[config.mk]
export PLATFORM = sky130hd
export DESIGN_NAME = wsrc_top
export DESIGN_NICKNAME = d
export VERILOG_FILES = /design/src/wsrc_pkg.sv /design/src/wsrc_top.sv
export VERILOG_INCLUDE_DIRS = /design/src
export SDC_FILE = /design/constraint.sdc
export NUM_CORES = 1
export LEC_CHECK = 0
export ABC_AREA = 1
export BUFFER_PORTS_ARGS = -buffer_cell sky130_fd_sc_hd__clkbuf_2
export CAP_MARGIN = 30
export CORE_ASPECT_RATIO = 1.1
export CORE_MARGIN = 2
export CORE_UTILIZATION = 55
export CTS_CLUSTER_SIZE = 8
export DETAILED_ROUTE_END_ITERATION = 12
export PLACE_DENSITY_LB_ADDON = 0.3
export SYNTH_ARGS = -nofsm -noshare
export SYNTH_HDL_FRONTEND = slang
export SYNTH_SLANG_ARGS = --single-unit
[constraint.sdc]
create_clock -name clk_i -period 2 [get_ports clk_i]
set_input_delay 0.2 -clock clk_i [delete_from_list [all_inputs] [get_ports clk_i]]
set_output_delay 0.2 -clock clk_i [all_outputs]
set_load 0.03 [all_outputs]
[src/wsrc_map.svh]
`ifndef WSRC_MAP_SVH
`define WSRC_MAP_SVH

// ============================================================
// Wait-count register map
`define WSRC_ADDR_WCS0 8'h72
`define WSRC_ADDR_WCS1 8'h73
`define WSRC_ADDR_WCS2 8'h74
`define WSRC_IDX_WCS0 2'h0
`define WSRC_IDX_WCS1 2'h1
`define WSRC_IDX_WCS2 2'h2
`define WSRC_MEM_MSB 7
`define WSRC_MEM_LSB 4
`define WSRC_IO_MSB 3
`define WSRC_IO_LSB 0
`define WSRC_WCS_RESET 8'h00

// ============================================================
// Select codes and timing counts
`define WSRC_WSEL_DIS 2'h3
`define WSRC_CLK_PER_WS 6'h02
`define WSRC_OWN_WS 4'h1
`define WSRC_PROCESSOR_RESET_OUT_CLKS 6'h3e
`define WSRC_HWRST_MIN_CLKS 15

`endif

[src/wsrc_pkg.sv]
package wsrc_pkg;

    // ========================================================
    // Cycle state of the wait-state generator.
    typedef enum logic [1:0] {
        WSRC_IDLE = 2'b00,
        WSRC_WAIT = 2'b01,
        WSRC_END  = 2'b10
    } wsrc_state_t;

    // ========================================================
    // Local-bus pins sampled from outside the clock domain.
    typedef struct packed {
        logic       ads_n;
        logic       rdy_n;
        logic       hw_rst;
        logic [1:0] wsel;
        logic       mio;
        logic       wr;
        logic [7:0] addr;
        logic [7:0] data;
    } wsrc_pins_t;

    // ========================================================
    // Complete register state of the block.
    typedef struct packed {
        wsrc_pins_t      s1;
        wsrc_pins_t      s2;
        wsrc_pins_t      s3;
        wsrc_pins_t      filt;
        logic            ads_prev;
        wsrc_state_t     state;
        logic [5:0]      cnt;
        logic            drv;
        logic            own;
        logic            wr;
        logic [1:0]      idx;
        logic            pend;
        logic [2:0][7:0] wcs;
        logic [5:0]      rst_cnt;
        logic            done_n;
        logic            csel_n;
        logic            processor_reset_out;
        logic [7:0]      dout;
        logic            doe;
    } wsrc_regs_t;

endpackage

[src/wsrc_top.sv]
`timescale 1ns/10ps
`include "wsrc_map.svh"
// Summary of operation
// - Select code picks wait register; memory/IO picks its nibble.
// - Select code 11 disables wait generation.
// - Three registers; high nibble memory, low IO.
// - Cycle-done output is clock synchronized.
// - Own register accesses also get cycle-done.
// - Ready input sampled to end each cycle.
// - After reset all outputs inactive, slave mode.
// - Software reset or shutdown: 62-clock CPU reset.
// - Otherwise CPU reset follows hardware reset.
// - Chip select during addressed slave cycles.
// - Chip select during driving acknowledge cycles.
// - Pipelining judged from strobe and ready history.
module wsrc_top #(
    parameter logic [5:0] RST_HOLD = `WSRC_PROCESSOR_RESET_OUT_CLKS
) (
    // Clock and reset.
    input wire logic clk_i,
    input wire logic resetn_i,
    // Local bus pins.
    input wire logic address_strobe_n_i,
    input wire logic ready_n_i,
    input wire logic hw_reset_i,
    input wire logic wait_select_bit0_i,
    input wire logic wait_select_bit1_i,
    input wire logic mem_io_i,
    input wire logic write_i,
    input wire logic [7:0] addr_i,
    input wire logic [7:0] data_i,
    // Internal events from the rest of the peripheral.
    input wire logic sw_reset_cmd_i,
    input wire logic shutdown_detect_i,
    input wire logic inta_drive_i,
    // Outputs.
    output logic cycle_done_out_n_o,
    output logic chip_selected_n_o,
    output logic processor_reset_out_o,
    output logic [7:0] data_o,
    output logic data_oe_o
);

    // ========================================================
    // Own register decode.
    function automatic logic [2:0] wsrc_hit(input logic [7:0] a,
                                           input logic mio);
        logic [2:0] r;
        r = 3'h0;
        if (!mio && a == `WSRC_ADDR_WCS0) begin
            r = {1'b1, `WSRC_IDX_WCS0};
        end else if (!mio && a == `WSRC_ADDR_WCS1) begin
            r = {1'b1, `WSRC_IDX_WCS1};
        end else if (!mio && a == `WSRC_ADDR_WCS2) begin
            r = {1'b1, `WSRC_IDX_WCS2};
        end
        return r;
    endfunction

    // ========================================================
    // State and next state.
    wsrc_pkg::wsrc_regs_t q_ff;
    wsrc_pkg::wsrc_regs_t nxt_q;
    wsrc_pkg::wsrc_pins_t pins;
    wsrc_pkg::wsrc_pins_t p;
    logic [22:0] agree;
    logic start;
    logic trig;
    logic load;
    logic pipe;
    logic [2:0] hit;
    logic [3:0] ws;
    logic [7:0] wsel_reg;

    // Pin captures start at the idle bus levels, so that no false
    // strobe or hardware reset is seen right after release.
    localparam wsrc_pkg::wsrc_pins_t IDLE_PINS = '{
        ads_n: 1'b1, rdy_n: 1'b1, hw_rst: 1'b0, wsel: 2'h0,
        mio: 1'b0, wr: 1'b0, addr: 8'h00, data: 8'h00
    };

    localparam wsrc_pkg::wsrc_regs_t RESET_Q = '{
        s1: IDLE_PINS, s2: IDLE_PINS, s3: IDLE_PINS, filt: IDLE_PINS,
        ads_prev: 1'b1, state: wsrc_pkg::WSRC_IDLE,
        cnt: 6'h00, drv: 1'b0, own: 1'b0, wr: 1'b0,
        idx: 2'h0, pend: 1'b0,
        wcs: {3{`WSRC_WCS_RESET}},
        rst_cnt: 6'h00, done_n: 1'b1, csel_n: 1'b1,
        processor_reset_out: 1'b0, dout: 8'h00, doe: 1'b0
    };

    assign pins = '{
        ads_n: address_strobe_n_i, rdy_n: ready_n_i,
        hw_rst: hw_reset_i,
        wsel: {wait_select_bit1_i, wait_select_bit0_i},
        mio: mem_io_i, wr: write_i, addr: addr_i, data: data_i
    };
    assign p = q_ff.filt;
    assign start = !p.ads_n && q_ff.ads_prev;
    assign trig = sw_reset_cmd_i || shutdown_detect_i;

    always_comb begin
        nxt_q = q_ff;
        // Three-stage capture; a change counts once stages two and
        // three agree.
        nxt_q.s1 = pins;
        nxt_q.s2 = q_ff.s1;
        nxt_q.s3 = q_ff.s2;
        agree = ~(q_ff.s2 ^ q_ff.s3);
        nxt_q.filt = (q_ff.s3 & agree) | (q_ff.filt & ~agree);
        nxt_q.ads_prev = p.ads_n;
        load = 1'b0;
        pipe = 1'b0;
        // A strobe while a cycle is open is a pipelined address.
        if (start && q_ff.state != wsrc_pkg::WSRC_IDLE) begin
            nxt_q.pend = 1'b1;
        end
        unique case (q_ff.state)
            wsrc_pkg::WSRC_IDLE: begin
                load = start;
            end
            wsrc_pkg::WSRC_WAIT: begin
                // A ready still low from the previous cycle must leave
                // the capture first, or it would end this cycle at once.
                if (q_ff.cnt != 6'h00) begin
                    nxt_q.cnt = q_ff.cnt - 6'h01;
                end else if (p.rdy_n) begin
                    nxt_q.state = wsrc_pkg::WSRC_END;
                    nxt_q.done_n = !q_ff.drv;
                end
            end
            wsrc_pkg::WSRC_END: begin
                if (!p.rdy_n) begin
                    nxt_q.done_n = 1'b1;
                    nxt_q.state = wsrc_pkg::WSRC_IDLE;
                    nxt_q.own = 1'b0;
                    nxt_q.doe = 1'b0;
                    if (q_ff.own && q_ff.wr) begin
                        nxt_q.wcs[q_ff.idx] = p.data;
                    end
                    load = q_ff.pend || start;
                    pipe = 1'b1;
                    nxt_q.pend = 1'b0;
                end
            end
            default: begin
                nxt_q.state = wsrc_pkg::WSRC_IDLE;
            end
        endcase
        // Pick the count for the new cycle and reload the counter.
        hit = wsrc_hit(p.addr, p.mio);
        wsel_reg = q_ff.wcs[p.wsel[1] ? 2'h2 : {1'b0, p.wsel[0]}];
        ws = p.mio ? wsel_reg[`WSRC_MEM_MSB:`WSRC_MEM_LSB]
                   : wsel_reg[`WSRC_IO_MSB:`WSRC_IO_LSB];
        if (hit[2]) begin
            ws = `WSRC_OWN_WS;
        end
        if (load) begin
            nxt_q.state = wsrc_pkg::WSRC_WAIT;
            nxt_q.own = hit[2];
            nxt_q.idx = hit[1:0];
            nxt_q.wr = p.wr;
            nxt_q.drv = hit[2] || p.wsel != `WSRC_WSEL_DIS;
            nxt_q.cnt = 6'(ws * `WSRC_CLK_PER_WS)
                + (pipe ? 6'h00 : `WSRC_CLK_PER_WS);
            nxt_q.doe = hit[2] && !p.wr;
            nxt_q.dout = q_ff.wcs[hit[1:0]];
        end
        // Chip select for own slave cycles and driving acknowledges.
        nxt_q.csel_n = !(nxt_q.own || inta_drive_i);
        // Reset pulse generation.
        if (trig) begin
            nxt_q.rst_cnt = RST_HOLD;
        end else if (q_ff.rst_cnt != 6'h00) begin
            nxt_q.rst_cnt = q_ff.rst_cnt - 6'h01;
        end
        nxt_q.processor_reset_out = p.hw_rst || nxt_q.rst_cnt != 6'h00;
        // A synchronized hardware reset returns the block to its
        // idle slave state.
        if (p.hw_rst) begin
            nxt_q.state = wsrc_pkg::WSRC_IDLE;
            nxt_q.wcs = RESET_Q.wcs;
            nxt_q.own = 1'b0;
            nxt_q.pend = 1'b0;
            nxt_q.drv = 1'b0;
            nxt_q.done_n = 1'b1;
            nxt_q.doe = 1'b0;
            nxt_q.csel_n = 1'b1;
            nxt_q.rst_cnt = 6'h00;
        end
    end

    always_ff @(posedge clk_i or negedge resetn_i) begin
        if (!resetn_i) begin
            q_ff <= RESET_Q;
        end else begin
            q_ff <= nxt_q;
        end
    end

    assign cycle_done_out_n_o = q_ff.done_n;
    assign chip_selected_n_o = q_ff.csel_n;
    assign processor_reset_out_o = q_ff.processor_reset_out;
    assign data_o = q_ff.dout;
    assign data_oe_o = q_ff.doe;
endmodule

==> metrics.json <==
{
  "synth-seq-area-share": {"value": 66.63, "unit": "%"},
  "synth_edf_count": {"value": 0},
  "end_kind": {"value": "register"},
  "pre_cts_ws": {"value": 0.04110, "unit": "ns"},
  "dpl.cell_count": {"value": 660},
  "drt_wl_total": {"value": 11.16, "unit": "mm"},
  "synth_warnings": {"value": 0},
  "layout_commonest_cell": {"value": "sky130_fd_sc_hd__dfrtp_1"},
  "antenna_cells": {"value": 0},
  "detailed_place_hpwl": {"value": 7.356, "unit": "mm"},
  "critPathArrivalTime": {"value": 2.35, "unit": "ns"},
  "clock-sinks": {"value": 149},
  "outcome": {"value": "completed"},
  "buffer_ports.inserted": {"value": 39},
  "cap_viol_max_count": {"value": 0},
  "ys_seq_elements": {"value": 149},
  "vias_per_cell": {"value": 5.380},
  "die_height": {"value": 110.0, "unit": "um"},
  "syn-cell-area": {"value": 0.005617, "unit": "mm2"},
  "hold_viol_final": {"value": 0},
  "path_type_of_the_worst_min_delay_path": {"value": "input pin to async pin"},
  "globalRouteTotalUtil": {"value": 22.46, "unit": "%"},
  "max-vdd-ir-drop": {"value": 725.3, "unit": "uV"},
  "core_area": {"value": 0.009889, "unit": "mm2"},
  "reg2regPathDepth": {"value": 13},
  "setup_viol": {"value": 0},
  "die_area": {"value": 0.01104, "unit": "mm2"},
  "worstPathMaxFanout": {"value": 6},
  "synthesized_netlist_net_count": {"value": 535},
  "fmax": {"value": 0.5193, "unit": "GHz"},
  "timing_worst_slew_pin_value": {"value": 0.5030, "unit": "ns"},
  "synth_async_sr_flop_share": {"value": 100.0, "unit": "%"},
  "maxSlewViolCount": {"value": 0},
  "globalplace.congestion": {"value": 0.8952},
  "p_leak": {"value": 3.157, "unit": "nW"},
  "io_pins": {"value": 40},
  "avgSynthCellArea": {"value": 11.21, "unit": "um2"},
  "clock_tree.root_cell": {"value": "sky130_fd_sc_hd__clkbuf_8"},
  "cts_max_path_buffers": {"value": 2},
  "maxSlewHeadroom": {"value": 66.47, "unit": "%"},
  "nets": {"value": 624},
  "mostFrequentLayoutCells": {"value": "sky130_fd_sc_hd__dfrtp_1 (137), sky130_fd_sc_hd__nand2_1 (84), sky130_fd_sc_hd__inv_1 (56)"},
  "initial_utilization": {"value": 56.79, "unit": "%"},
  "synth_to_final_area_change": {"value": 22.43, "unit": "%"},
  "cts-buffers-inserted": {"value": 17},
  "netlist_instances": {"value": 501},
  "die_w": {"value": 100.4, "unit": "um"},
  "pin_count_of_the_biggest_net_entering_global_routing": {"value": 58},
  "worst-setup-path-type": {"value": "register to register"},
  "number_of_design_rule_violations_left_after_detail_routing": {"value": 0},
  "first_pass_grt_wire_length": {"value": 18.77, "unit": "mm"},
  "fp-row-count": {"value": 38},
  "number_of_global_route_vias_before_repair": {"value": 3951},
  "num_vias": {"value": 3890},
  "initialDrtViolationCount": {"value": 338},
  "layout_cells_sized_above_1": {"value": 19.73, "unit": "%"},
  "grt_antenna_before_repair": {"value": 0},
  "clock-skew-final": {"value": 0.006050, "unit": "ns"},
  "clock_insertion_delay_worst_skew": {"value": 0.53, "unit": "ns"},
  "start_kind": {"value": "register"},
  "cellPowerDensity": {"value": 1090, "unit": "mW/mm2"},
  "drtAntennaViolNets": {"value": 0},
  "cts_htree_levels": {"value": 4},
  "cts_tree": {"value": "yes"},
  "cp.required": {"value": 2.43, "unit": "ns"},
  "drt_pre_antenna_iters": {"value": 4},
  "grt-ovfl-total": {"value": 0},
  "fin_crit_sh": {"value": 96.29, "unit": "%"},
  "stdcell_count": {"value": 723},
  "synth_flop_cell": {"value": "sky130_fd_sc_hd__dfrtp_1"},
  "ys_types": {"value": 35},
  "routedWlPerCell": {"value": 15.43, "unit": "um"},
  "layout_setup_ws": {"value": 0.07429, "unit": "ns"},
  "cts.reportedPaths.clkPinSlew": {"value": 0.07, "unit": "ns"},
  "final_period_minus_worst_setup_slack": {"value": 1.926, "unit": "ns"}
}
==> layer usage <==
| layer | vias up | wire, um | track usage (%) | share of wire, % |
|---|---|---|---|---|
| met5 | - | 0 | 0 | 0 |
| met4 | 0 | 173 | 9.002 | 1.6 |
| met3 | 19 | 540 | 5.359 | 4.8 |
| met2 | 119 | 5675 | 36.48 | 51 |
| met1 | 1925 | 4770 | 29.58 | 43 |
| li1 | 1827 | - | - | - |
==> report_power, final <==
part	internal, mW	switching (mW)	leakage, nW
clock	1.72	1.29	0.285
sequential	3.27	0.162	1.81
combinational	0.382	0.666	1.06
total	5.38	2.12	3.16
==> worst max-delay path, stage by stage (launching register included) <==
cell and delay [ns]:
sky130_fd_sc_hd__dfrtp_2 0.45, sky130_fd_sc_hd__or2_4 0.27, sky130_fd_sc_hd__nor2_2 0.14, sky130_fd_sc_hd__nand2_1 0.09
sky130_fd_sc_hd__nand2_2 0.10, sky130_fd_sc_hd__inv_1 0.05, sky130_fd_sc_hd__nand3_1 0.08, sky130_fd_sc_hd__ha_2 0.19
sky130_fd_sc_hd__ha_2 0.19, sky130_fd_sc_hd__nor2_1 0.05, sky130_fd_sc_hd__nand2_1 0.05, sky130_fd_sc_hd__nand3_1 0.07
sky130_fd_sc_hd__nand2_1 0.07, sky130_fd_sc_hd__inv_1 0.03
==> what timing repair did <==
action / in CTS / in global routing
hold buffers: 28 / 0
endpoints found under the setup margin: 0 / 5
setup buffers: 0 / 3
hold endpoints to repair: 79 / 0
resized for setup: 0 / 7
==> synthesized netlist by cell type (all sizes together) (8+ instances only) <==
master	number	area, um2
maj3	23	230.2
o21ai	30	161.4
dfstp	11	289.0
nand2	87	331.6
nand3	20	110.1
o22ai	26	162.7
dfrtp	138	3453
buf	14	101.3
o211ai	8	60.06
nor2	32	130.1
a21oi	20	100.1
inv	58	217.7
==> metrics by stage <==
stage | power [mW] | area (um2) | TNS, ns | hold slack [ns] | utilization, %
2_1_floorplan | 4.086 | 5617 | 0 | -0.09559 | -
3_3_place_gp | 4.408 | 5988 | 0 | 0.1835 | 60.55
3_5_place_dp | 4.459 | 5988 | 0 | 0.1903 | 60.55
4_1_cts | 7.526 | 6838 | 0 | 0.2011 | 69.14
5_1_grt | 7.843 | 6877 | -0.07689 | 0.2379 | 69.53
6_report | 7.496 | 6877 | 0 | 0.2006 | 69.53
==> logic make-up (layout without fill, tap and decap cells) <==
kind of cell / after synthesis / count (layout) / share of synthesized area, %
AOI/OAI and AO/OA: 89 / 89 / 9.290
and+or+nand+nor: 152 / 152 / 11.76
xor gates and xnor gates: 6 / 6 / 0.9356
adders and majority gates: 29 / 29 / 5.435
buffers and inverters: 76 / 178 / 5.948
DFF: 149 / 149 / 66.63
==> path summary, 6_finish.rpt <==
kind / from / endpoint / slack [ns]
setup / recovery: register / q_ff[51] / 0.07
hold / removal: resetn_i / nxt_q[112] / 0.20
setup reg to reg: register / q_ff[51] / 0.07
hold reg to reg: nxt_q[121] / nxt_q[98] / 0.35
max in group asynchronous: resetn_i / cycle_done_out_n_o / 1.10
min in group clk_i: mem_io_i / nxt_q[120] / 0.31
==> final cells by class <==
cell class	count	area, um2
sequential	149	3744
tap	120	150.1
timing repair buffer	85	629.4
fill	705	3013
clock inverter	14	141.4
multi-input combinational	276	1555
clock buffer	18	427.9
inverter	61	229.0
Note: power is estimated with default switching activity, not from simulation.
